## src/core/nsrs_pkg.sv

```systemverilog
package nsrs_pkg;

    // ****************************************************************
    // Flash command codes
    // ****************************************************************
    localparam logic [7:0] CMD_RESET     = 8'hFF;
    localparam logic [7:0] CMD_STATUS    = 8'h70;
    localparam logic [7:0] CMD_SIGNATURE = 8'h90;
    localparam logic [7:0] CMD_READ_A    = 8'h00;
    localparam logic [7:0] ADDR_SIG      = 8'h00;

    // ****************************************************************
    // Status byte field positions
    // ****************************************************************
    localparam int ST_UNPROT_BIT = 7;
    localparam int ST_IDLE_BIT   = 6;
    localparam int ST_FAIL_BIT   = 0;

    // ****************************************************************
    // AXI4-Lite register map of the controller
    // ****************************************************************
    localparam logic [3:0] REG_CMD     = 4'h0;
    localparam logic [3:0] REG_STATUS  = 4'h4;
    localparam logic [3:0] REG_IDENT   = 4'h8;
    localparam logic [3:0] REG_FLASHST = 4'hC;
    localparam int         CMD_OP_LSB  = 0;
    localparam int         CMD_OP_W    = 2;
    localparam logic [1:0] OP_RESET    = 2'h1;
    localparam logic [1:0] OP_STATUS   = 2'h2;
    localparam logic [1:0] OP_IDENT    = 2'h3;
    localparam logic [1:0] RESP_OKAY   = 2'h0;
    localparam logic [1:0] RESP_SLVERR = 2'h2;
    localparam logic [1:0] RESP_DECERR = 2'h3;

    // ****************************************************************
    // Bus timing: each strobe phase lasts this long
    // ****************************************************************
    localparam int CLK_NS       = 40;
    localparam int STROBE_NS    = 80;
    localparam int STROBE_CYC   = (STROBE_NS + CLK_NS - 1) / CLK_NS;
    localparam logic [3:0] STROBE_CNT = 4'(STROBE_CYC);

    // ****************************************************************
    // Controller states
    // ****************************************************************
    typedef enum logic [3:0] {
        NSRS_IDLE, NSRS_CMD, NSRS_ADDR, NSRS_WAIT_RB, NSRS_RD_MFR,
        NSRS_RD_DEV, NSRS_RD_STAT, NSRS_RESTORE, NSRS_DONE
    } nsrs_state_e;

endpackage

```

## src/core/nsrs_sync.sv

```systemverilog
`timescale 1ns/1ns
`default_nettype none
module nsrs_sync #(
    parameter int W = 1
) (
    // Clock and reset.
    input  wire logic         clk,
    input  wire logic         reset,
    // Raw pin and synchronised copy.
    input  wire logic [W-1:0] raw,
    output logic      [W-1:0] synced
);

    logic [W-1:0] stage1_q;

    // Two flops; the first is read only by the second.
    always_ff @(posedge clk or posedge reset)
    begin
        if (reset)
        begin
            stage1_q <= '0;
            synced   <= '0;
        end
        else
        begin
            stage1_q <= raw;
            synced   <= stage1_q;
        end
    end

endmodule
`default_nettype wire

```

## src/core/nsrs_host.sv

```systemverilog
`timescale 1ns/1ns
`default_nettype none
module nsrs_host (
    // Clock and reset.
    input  wire logic        clk,
    input  wire logic        reset,
    // AXI4-Lite write address, data and response.
    input  wire logic [3:0]  s_axi_awaddr,
    input  wire logic        s_axi_awvalid,
    output logic             s_axi_awready,
    input  wire logic [31:0] s_axi_wdata,
    input  wire logic [3:0]  s_axi_wstrb,
    input  wire logic        s_axi_wvalid,
    output logic             s_axi_wready,
    output logic [1:0]       s_axi_bresp,
    output logic             s_axi_bvalid,
    input  wire logic        s_axi_bready,
    // AXI4-Lite read.
    input  wire logic [3:0]  s_axi_araddr,
    input  wire logic        s_axi_arvalid,
    output logic             s_axi_arready,
    output logic [31:0]      s_axi_rdata,
    output logic [1:0]       s_axi_rresp,
    output logic             s_axi_rvalid,
    input  wire logic        s_axi_rready,
    // Flash pins.
    input  wire logic [7:0]  flash_io_in,
    output logic [7:0]       flash_io_out,
    output logic             flash_io_oe,
    output logic             flash_cle,
    output logic             flash_ale,
    output logic             flash_ce_n,
    output logic             flash_re_n,
    output logic             flash_we_n,
    input  wire logic        flash_rb
);

    // ****************************************************************
    // Pin synchronisers
    // ****************************************************************
    logic [8:0] pins_s;
    nsrs_sync #(.W(9)) u_sync (
        .clk    (clk),
        .reset  (reset),
        .raw    ({flash_rb, flash_io_in}),
        .synced (pins_s)
    );
    logic       rb_s;
    logic [7:0] io_s;
    assign rb_s = pins_s[8];
    assign io_s = pins_s[7:0];

    // ****************************************************************
    // Sequencer
    // ****************************************************************
    // Page data never passes this block: bad-block marker tests and ECC check bits
    // are left to software, which sees only the status and signature bytes.
    nsrs_pkg::nsrs_state_e state_q;
    logic [3:0]  tmr_q;
    logic        phase_q;
    logic [1:0]  op_q;
    logic        busy_q;
    logic        in_reset_q;
    logic [7:0]  mfr_q;
    logic [7:0]  dev_q;
    logic [7:0]  fstat_q;
    logic        cmd_err_q;
    logic        go;
    logic [1:0]  go_op;
    logic        wr_fire;
    logic        tick;

    // A phase ends after STROBE_CNT cycles, counted from zero.
    assign tick    = (tmr_q == nsrs_pkg::STROBE_CNT - 4'h1);
    assign wr_fire = s_axi_awvalid && s_axi_wvalid && !s_axi_bvalid;
    assign go_op   = s_axi_wdata[nsrs_pkg::CMD_OP_LSB +: nsrs_pkg::CMD_OP_W];
    // A second reset while the device is still in reset is not sent.
    assign go      = wr_fire && !s_axi_awready && s_axi_awaddr == nsrs_pkg::REG_CMD && s_axi_wstrb[0] && !busy_q
                     && go_op != 2'h0 && !(go_op == nsrs_pkg::OP_RESET && in_reset_q);

    // Strobe phase timer: each half of a strobe lasts STROBE_CNT cycles.
    always_ff @(posedge clk or posedge reset)
    begin
        if (reset)
            tmr_q <= 4'h0;
        else if (state_q == nsrs_pkg::NSRS_IDLE || tick || state_q == nsrs_pkg::NSRS_WAIT_RB)
            tmr_q <= 4'h0;
        else
            tmr_q <= tmr_q + 4'h1;
    end

    // Main state machine; phase_q low is the active strobe half.
    always_ff @(posedge clk or posedge reset)
    begin
        if (reset)
        begin
            state_q <= nsrs_pkg::NSRS_IDLE;
            phase_q <= 1'b0;
            op_q    <= 2'h0;
        end
        else
        begin
            unique case (state_q)
                nsrs_pkg::NSRS_IDLE:
                begin
                    phase_q <= 1'b0;
                    if (go)
                    begin
                        op_q    <= go_op;
                        state_q <= nsrs_pkg::NSRS_CMD;
                    end
                end
                nsrs_pkg::NSRS_CMD:
                    if (tick)
                    begin
                        phase_q <= !phase_q;
                        if (phase_q)
                        begin
                            // Signature takes one address cycle after its single command write.
                            if (op_q == nsrs_pkg::OP_IDENT)
                                state_q <= nsrs_pkg::NSRS_ADDR;
                            else if (op_q == nsrs_pkg::OP_RESET)
                                state_q <= nsrs_pkg::NSRS_WAIT_RB;
                            else
                                state_q <= nsrs_pkg::NSRS_RD_STAT;
                        end
                    end
                nsrs_pkg::NSRS_ADDR:
                    if (tick)
                    begin
                        phase_q <= !phase_q;
                        if (phase_q)
                            state_q <= nsrs_pkg::NSRS_RD_MFR;
                    end
                nsrs_pkg::NSRS_WAIT_RB:
                    // Reset busy length varies, so see the pin fall before waiting for its rise;
                    // the synchroniser lag would otherwise let a stale ready end the wait.
                    if (!rb_s)
                        phase_q <= 1'b1;
                    else if (phase_q)
                    begin
                        phase_q <= 1'b0;
                        state_q <= nsrs_pkg::NSRS_RESTORE;
                    end
                nsrs_pkg::NSRS_RD_MFR, nsrs_pkg::NSRS_RD_DEV:
                    if (tick)
                    begin
                        phase_q <= !phase_q;
                        if (phase_q)
                            state_q <= (state_q == nsrs_pkg::NSRS_RD_MFR) ? nsrs_pkg::NSRS_RD_DEV
                                                                          : nsrs_pkg::NSRS_DONE;
                    end
                nsrs_pkg::NSRS_RD_STAT:
                    if (tick)
                    begin
                        phase_q <= !phase_q;
                        if (phase_q)
                            state_q <= nsrs_pkg::NSRS_RESTORE;
                    end
                nsrs_pkg::NSRS_RESTORE:
                    // Leaving status mode needs a fresh read command.
                    if (tick)
                    begin
                        phase_q <= !phase_q;
                        if (phase_q)
                            state_q <= nsrs_pkg::NSRS_DONE;
                    end
                nsrs_pkg::NSRS_DONE:
                    state_q <= nsrs_pkg::NSRS_IDLE;
                default:
                    state_q <= nsrs_pkg::NSRS_IDLE;
            endcase
        end
    end

    // Busy flag and reset-state tracking.
    always_ff @(posedge clk or posedge reset)
    begin
        if (reset)
        begin
            busy_q     <= 1'b0;
            in_reset_q <= 1'b0;
        end
        else
        begin
            if (go)
                busy_q <= 1'b1;
            else if (state_q == nsrs_pkg::NSRS_DONE)
                busy_q <= 1'b0;
            // Any other command leaves the reset state.
            if (state_q == nsrs_pkg::NSRS_DONE)
                in_reset_q <= (op_q == nsrs_pkg::OP_RESET);
        end
    end

    // Capture read data at the end of the high half after each read strobe, when the
    // two-flop pin synchroniser has caught up with the byte shown while it was low.
    always_ff @(posedge clk or posedge reset)
    begin
        if (reset)
        begin
            mfr_q   <= 8'h00;
            dev_q   <= 8'h00;
            fstat_q <= 8'h00;
        end
        else if (tick && phase_q)
        begin
            if (state_q == nsrs_pkg::NSRS_RD_MFR)
                mfr_q <= io_s;
            if (state_q == nsrs_pkg::NSRS_RD_DEV)
                dev_q <= io_s;
            // Reserved bits five to one are masked off; the failure bit goes to software,
            // which retires the block or leans on its ECC.
            if (state_q == nsrs_pkg::NSRS_RD_STAT)
                fstat_q <= io_s & (8'h01 << nsrs_pkg::ST_UNPROT_BIT | 8'h01 << nsrs_pkg::ST_IDLE_BIT
                                   | 8'h01 << nsrs_pkg::ST_FAIL_BIT);
        end
    end

    // Pin drive, all registered.
    always_ff @(posedge clk or posedge reset)
    begin
        if (reset)
        begin
            flash_ce_n   <= 1'b1;
            flash_cle    <= 1'b0;
            flash_ale    <= 1'b0;
            flash_we_n   <= 1'b1;
            flash_re_n   <= 1'b1;
            flash_io_oe  <= 1'b0;
            flash_io_out <= 8'h00;
        end
        else
        begin
            flash_ce_n  <= (state_q == nsrs_pkg::NSRS_IDLE || state_q == nsrs_pkg::NSRS_DONE);
            flash_cle   <= (state_q == nsrs_pkg::NSRS_CMD || state_q == nsrs_pkg::NSRS_RESTORE);
            flash_ale   <= (state_q == nsrs_pkg::NSRS_ADDR);
            flash_we_n  <= !((state_q == nsrs_pkg::NSRS_CMD || state_q == nsrs_pkg::NSRS_ADDR
                             || state_q == nsrs_pkg::NSRS_RESTORE) && !phase_q);
            // Status tracks live, so one read strobe after the command is enough.
            flash_re_n  <= !((state_q == nsrs_pkg::NSRS_RD_MFR || state_q == nsrs_pkg::NSRS_RD_DEV
                             || state_q == nsrs_pkg::NSRS_RD_STAT) && !phase_q);
            flash_io_oe <= (state_q == nsrs_pkg::NSRS_CMD || state_q == nsrs_pkg::NSRS_ADDR
                            || state_q == nsrs_pkg::NSRS_RESTORE);
            unique case (state_q)
                nsrs_pkg::NSRS_ADDR:    flash_io_out <= nsrs_pkg::ADDR_SIG;
                nsrs_pkg::NSRS_RESTORE: flash_io_out <= nsrs_pkg::CMD_READ_A;
                nsrs_pkg::NSRS_CMD:
                    // No erase code exists here, so no bad-block marker is lost before software scans.
                    flash_io_out <= (op_q == nsrs_pkg::OP_RESET)  ? nsrs_pkg::CMD_RESET :
                                    (op_q == nsrs_pkg::OP_STATUS) ? nsrs_pkg::CMD_STATUS
                                                                  : nsrs_pkg::CMD_SIGNATURE;
                default:                flash_io_out <= 8'h00;
            endcase
        end
    end

    // ****************************************************************
    // AXI4-Lite slave
    // ****************************************************************
    // Write: both channels taken together, response one cycle after the hand-off.
    always_ff @(posedge clk or posedge reset)
    begin
        if (reset)
        begin
            s_axi_awready <= 1'b0;
            s_axi_wready  <= 1'b0;
            s_axi_bvalid  <= 1'b0;
            s_axi_bresp   <= nsrs_pkg::RESP_OKAY;
            cmd_err_q     <= 1'b0;
        end
        else
        begin
            s_axi_awready <= wr_fire && !s_axi_awready;
            s_axi_wready  <= wr_fire && !s_axi_awready;
            if (wr_fire && !s_axi_awready)
            begin
                if (s_axi_awaddr != nsrs_pkg::REG_CMD)
                    s_axi_bresp <= nsrs_pkg::RESP_DECERR;
                else if (!go)
                    s_axi_bresp <= nsrs_pkg::RESP_SLVERR;
                else
                    s_axi_bresp <= nsrs_pkg::RESP_OKAY;
                cmd_err_q <= (s_axi_awaddr == nsrs_pkg::REG_CMD) && !go;
            end
            // The response waits for both hand-offs, so it rises one cycle after the readies.
            if (s_axi_awready)
                s_axi_bvalid <= 1'b1;
            else if (s_axi_bready)
                s_axi_bvalid <= 1'b0;
        end
    end

    // Read: answered one cycle after the hand-off; status shows busy, error and reset state.
    always_ff @(posedge clk or posedge reset)
    begin
        if (reset)
        begin
            s_axi_arready <= 1'b0;
            s_axi_rvalid  <= 1'b0;
            s_axi_rdata   <= 32'h0000_0000;
            s_axi_rresp   <= nsrs_pkg::RESP_OKAY;
        end
        else
        begin
            s_axi_arready <= s_axi_arvalid && !s_axi_rvalid && !s_axi_arready;
            if (s_axi_arvalid && !s_axi_rvalid && !s_axi_arready)
            begin
                s_axi_rresp  <= nsrs_pkg::RESP_OKAY;
                unique case (s_axi_araddr)
                    nsrs_pkg::REG_CMD:     s_axi_rdata <= {30'h0, op_q};
                    nsrs_pkg::REG_STATUS:  s_axi_rdata <= {29'h0, cmd_err_q, in_reset_q, busy_q};
                    nsrs_pkg::REG_IDENT:   s_axi_rdata <= {16'h0, dev_q, mfr_q};
                    nsrs_pkg::REG_FLASHST: s_axi_rdata <= {24'h0, fstat_q};
                    default:
                    begin
                        s_axi_rdata <= 32'h0000_0000;
                        s_axi_rresp <= nsrs_pkg::RESP_DECERR;
                    end
                endcase
            end
            // Data is loaded with the address hand-off and shown one cycle later.
            if (s_axi_arready)
                s_axi_rvalid <= 1'b1;
            else if (s_axi_rready)
                s_axi_rvalid <= 1'b0;
        end
    end

endmodule
`default_nettype wire

```

## config.mk

```make
export PLATFORM = sky130hd
export DESIGN_NAME = nsrs_host
export DESIGN_NICKNAME = d
export VERILOG_FILES = /design/src/core/nsrs_pkg.sv /design/src/core/nsrs_sync.sv /design/src/core/nsrs_host.sv
export SDC_FILE = /design/constraint.sdc
export NUM_CORES = 1
export LEC_CHECK = 0
export BUFFER_PORTS_ARGS = -buffer_cell sky130_fd_sc_hd__buf_2
export CAP_MARGIN = 20
export CORE_AREA = 2 2 107 78
export DETAILED_ROUTE_END_ITERATION = 8
export DIE_AREA = 0 0 109 80
export PLACE_DENSITY = 0.79
export SLEW_MARGIN = 20
export SYNTH_ARGS = -nofsm -noshare
export SYNTH_HDL_FRONTEND = slang
export SYNTH_HIERARCHICAL = 1
export SYNTH_SLANG_ARGS = --single-unit
export TNS_END_PERCENT = 100
```

## constraint.sdc

```tcl
create_clock -name clk -period 2 [get_ports clk]
set_input_delay 0.3 -clock clk [delete_from_list [all_inputs] [get_ports clk]]
set_output_delay 0.3 -clock clk [all_outputs]
set_load 0.02 [all_outputs]
```

=== Word level (Yosys, flattened, before mapping) ===
Index checks and enable logic that the tools add are counted.

* Order comparisons: 0
* Shift operators: 0
* Add/sub/neg operators: 1
* Reductions and logical operators: 51
* Muxes and demuxes: 33
* $mul: 0
* Divide/modulo/power cells: 0
* Equal/unequal tests: 28
* Bitwise logic cells: 0

{| class="wikitable"
|+ Operators by type and width
! kind !! count
|-
| one-hot mux 16 bit (4 select lines) || 1
|-
| 2-to-1 mux 4 bit || 14
|-
| one-hot mux 4 bit (7 select lines) || 1
|-
| 2-to-1 mux 8 bit || 3
|-
| equality test 4 x 3 -> 1 bit, second input constant || 5
|-
| inequality test 2 bit, second input constant || 10
|-
| logical AND 1 bit || 15
|-
| equality test 4 bit, second input constant || 3
|-
| zero test 4 bit || 3
|-
| AND reduction 11 bit || 1
|-
| zero test 1 bit || 10
|-
| AND reduction 2 bit || 5
|-
| equality test 4 x 1 -> 1 bit, second input constant || 2
|-
| equality test 4 x 2 -> 1 bit, second input constant || 2
|-
| logical OR 1 bit || 8
|-
| 2-to-1 mux 1 bit || 8
|-
| nonzero test 2 bit || 4
|-
| 2-to-1 mux 2 bit || 3
|-
| 2-to-1 mux 3 bit || 2
|-
| OR reduction 6 bit || 1
|-
| adder 4 x 1 -> 4 bit, second input constant || 1
|-
| equality test 2 x 1 -> 1 bit, second input constant || 2
|-
| equality test 2 bit, second input constant || 2
|-
| inequality test 2 x 1 -> 1 bit, second input constant || 2
|-
| 5 further kinds || 5
|}

* Memory bits (writable): 0
* Bits in read-only memories: 0
* Register bits after elaboration: 105
* Bits of input ports: 60
* Memories: 0
* Bits in latches: 0
* Output and inout port bits: 55
* Word-level logic and storage cells: 139

=== Depth between registers and ports, before layout ===
* Depth in word-level cells: 10
* Mapped depth: 7

=== Cells and area by module ===
Netlist, hierarchy kept.

{| class="wikitable"
|+ By module, submodules not included
! module !! area an instance (um^2) !! cells each !! instances
|-
| nsrs_host || 2952.8 || 256 || 1
|-
| nsrs_sync || 454.2 || 19 || 1
|}

=== Least setup slack after synthesis ===
OpenSTA, ideal clock, no wires.

* Path type: flip-flop to flip-flop
* Start: reg tmr_q[1]
* End: reg state_q[1]
* Cell stages (with the launch flop): 8
* Data required time: 1.879 ns
* Library setup time: 0.121 ns
* Path slack: -0.181 ns
* Arrival time: 2.060 ns
* Period minus slack after synthesis: 2.181 ns
* Path through: dfrtp_1 -> inv_1 -> ha_1 -> or3b_4 -> a22o_1 -> a222oi_1 -> o21ai_1 -> a22o_1

* Longest elaborated chain between the ends: 3
* Elaborated cells on any way between the ends: 7

{| class="wikitable"
|+ Ends and longest elaborated chain
! item !! RTL line !! text
|-
| from (decl) || nsrs_host.sv:59 || <nowiki>logic [3:0] tmr_q;</nowiki>
|-
| from (signal assigned) || nsrs_host.sv:89 || <nowiki>tmr_q <= tmr_q + 4'h1;</nowiki>
|-
| equality test 4 x 1 -> 1 bit * || nsrs_host.sv:74 || <nowiki>assign tick = (tmr_q == nsrs_pkg::STROBE_CNT - 4'h1);</nowiki>
|-
| inequality test 2 bit (no source line) || - ||
|-
| AND reduction 11 bit (no source line) * || - ||
|-
| to (signal assigned) || nsrs_host.sv:97 || <nowiki>state_q <= nsrs_pkg::NSRS_IDLE;</nowiki>
|-
| to (signal assigned) || nsrs_host.sv:110 || <nowiki>state_q <= nsrs_pkg::NSRS_CMD;</nowiki>
|-
| to (signal assigned) || nsrs_host.sv:121 || <nowiki>state_q <= nsrs_pkg::NSRS_ADDR;</nowiki>
|-
| to (decl) || nsrs_host.sv:58 || <nowiki>nsrs_pkg::nsrs_state_e state_q;</nowiki>
|}

Mark *: on every way between the ends. The rest lies on a longest branch, timed or not.
A chain may end at the register's enable or synchronous reset.

=== Worst setup path after layout ===
Same ends and word-level chain as after synthesis.

==> results_dict.tcl <==
set metrics [dict create \
    cts_buffers 9 \
    num_vias 2220 \
    synth-async-reset-ratio 1.00 \
    synth_top_family_by_area "simple AND/OR/NAND/NOR gates" \
    maxSlewViolCount 0 \
    syn-cell-area_sq_um 3410 \
    cp_num_buf_inv 1 \
    synthAdderAreaFrac 0.0220 \
    ir_drop_v 0.000457 \
    fill_cells 673 \
    cts-root-buf "clkbuf_8" \
    htree_levels 3 \
    synth-seq-cells 84 \
    post_drt_wl_per_cell_um 13.5 \
    fmax_mhz 494 \
    ys_types 46 \
    critPathTopFamily "compound AO/OA/AOI/OAI gates" \
    ant_nets 0 \
    layout_setup_ws_ns -0.0236 \
    cpMostUsedCell "a22o_1" \
    synth_xor_area_frac 0.00771 \
    fin_nets 418 \
    crit_path_start_kind "flop" \
    first_global_vias 2199 \
    clockBufferDepth 2 \
    synth_compound_area_frac 0.0918 \
    grt_pass1_wl_um 10100 \
    finalSetupViolCount 1 \
    synthCells 275 \
    synth_seq_area_share 0.618 \
    instances_no_fill 458 \
    hold_viol 0 \
    area_growth_pct 20.9 \
    drcViolationCount 0 \
    core_area_sq_um 7670 \
    crit_slowest_cell "or3b_4" \
    io_buffer_count 65 \
    synth_area_leader_cell "dfrtp_1" \
    clkLatencyLatePin_ns 0.36 \
    rsz0062_at_grt "true" \
    cellPowerDensity_nw_per_um2 1270 \
    syn_avg_cell_area_sq_um 12.4 \
    leakage_nw 2.11 \
    die-area_sq_um 8720 \
    vias_per_cell 4.85 \
    gr-total-overflow 0 \
    synth-edff-count 0 \
    synthTopCellsByArea "dfrtp_1 (59%), mux2_2 (6.6%), buf_4 (4.8%), a22o_1 (3.3%), nor2_1 (2.6%)" \
    hpwl_um 4580 \
    synth_common_cells "dfrtp_1 (81), nor2_1 (24), buf_4 (22)" \
    worstPathArrival_ns 2.26 \
    fp-row-count 27 \
    post-route-util 0.537 \
    wirelength_um 6170 \
    synth_simple_gate_area_share 0.105 \
    drtIter0Drc 150 \
    crit_fanout 3 \
    tightest_slew_ns 0.613 \
    slowest_delay_ns 0.39 \
    cp_cell_sequence "inv_1 > ha_1 > or3b_4 > a22o_1 > a222oi_1 > o21ai_1 > a22o_1" \
    dp_cells 441 \
    fin_crit_sh 1.01 \
    clock-sinks 84 \
    max-slew-margin-rel 0.591 \
    synth_most_common_cell "dfrtp_1" \
    outcome "complete, but fails checks" \
    synth.area.mux_share 0.0815 \
    post-route-min-period_ns 2.02 \
    ys_warn_count 6 \
    die_height_um 80 \
    drv_cap 0 \
    grt_max_degree 48 \
    grtUsageTotal 0.153 \
    ioPinCount 115 \
    yosys.area.top_type_share 0.595 \
    globalplace.congestion 0.848 \
    start_util 0.444 \
    holdWs_ns 0.0510 \
    hold_class "in -> reg" \
    clk_pin_slew_ns 0.08 \
    end_kind "flop" \
    postCtsSetupBuffers 0 \
    cts_tree "done" \
    critPathKind "reg -> reg" \
    ys.flop_type "dfrtp_1" \
    final_layout_size_suffix_gt1_frac 0.364 \
    firstDrtPassIters 4 \
    violations "negative setup slack" \
    grt_antenna_before_repair 0 \
    antenna_cells 0 \
    crit_required_ns 2.24 \
    die_w_um 109 \
    skew_ns 0.00968 \
]
==> where the power goes <==
part | leakage (nW) | switching (mW) | total [mW] | internal [mW]
clock network | 0.130 | 0.589 | 1.49 | 0.902
registers | 1.07 | 0.251 | 2.31 | 2.06
logic | 0.914 | 0.798 | 1.45 | 0.651
==> path summary, 6_finish.rpt <==
path | start | endpoint | slack (ns) | cells past startpoint
worst max-delay path | tmr_q[1] | state_q[1] | -0.02 | 7
worst min-delay path | flash_io_in[0] | u_sync/stage1_q[0] | 0.05 | 1
worst max register to register | tmr_q[1] | state_q[1] | -0.02 | 7
worst min register to register | u_sync/stage1_q[0] | u_sync/synced[0] | 0.35 | 0
max in group asynchronous | reset | in_reset_q | 0.90 | 4
min in group asynchronous | reset | flash_io_out[4] | 0.50 | 3
==> final cells by class <==
class / count / area (sq um) / area share
clock buffer: 11 / 151 / 0.0367
clock inverter: 5 / 108 / 0.0261
inverter: 12 / 45.0 / 0.0109
multi-input combinational: 163 / 1120 / 0.271
sequential: 84 / 2110 / 0.511
tap: 101 / 126 / 0.0307
timing repair buffer: 82 / 468 / 0.114
==> cell usage in the layout, fill, tap and decap left out, types with 3 or more instances in the layout <==
cell type  instances
nand2_1           18
dfstp_2            3
bufinv_16          3
buf_2             65
a21oi_1            5
o21ai_0           10
nor2_1            24
dfrtp_1           81
nand3_1            5
o21ai_1            3
buf_4             15
inv_1             11
clkbuf_8          11
conb_1            16
mux2_2            20
nor2b_1            5
ha_1               6
mux2i_1            3
a22o_1            13
==> state kept, by name, summed over array words and instances (netlist names), 2 cells and up <==
name	count
dev_q	8
flash_io_out	4
fstat_q	3
mfr_q	8
op_q	2
s_axi_bresp	2
s_axi_rdata	16
state_q	4
tmr_q	4
u_sync/stage1_q	9
u_sync/synced	9
==> cells by family (layout without fill, tap and decap cells) <==
group,count (synthesis),count (layout)
AOI/OAI and AO/OA,44,44
DFF,84,84
and+or+nand+nor,70,70
muxes,24,24
other,1,16
buffers and inverters,43,110
xor gates and xnor gates,3,3
adders and majority gates,6,6
==> through the flow <==
| stage | cell area, sq um | setup TNS [ns] | power (mW) | setup WS, ns |
|---|---|---|---|---|
| finish | 4120 | -0.0236 | 5.25 | -0.0236 |
| global placement | 3850 | 0 | 3.71 | 0.0315 |
| floorplan | 3460 | -0.108 | 3.34 | -0.108 |
| CTS | 4120 | -0.0563 | 5.30 | -0.0356 |
| detailed placement | 3850 | -0.0207 | 3.78 | -0.0207 |
| global route | 4120 | -0.467 | 5.57 | -0.150 |
==> timing repair <==
item / in CTS / in global routing
setup endpoints to repair: 4 / 23
endpoints found under the hold margin: 16 / 0
hold buffers: 1 / 0
resized for setup: 2 / 1
==> layer usage <==
metal / GRT usage / share of wire / vias to the layer above
met2: 0.230 / 0.44 / 64
met4: 0.0705 / 0.018 / 0
met1: 0.205 / 0.48 / 1087
met5: 0 / 0 / -
met3: 0.0441 / 0.061 / 10
li1: - / - / 1059
(Power assumes the default switching activity.)
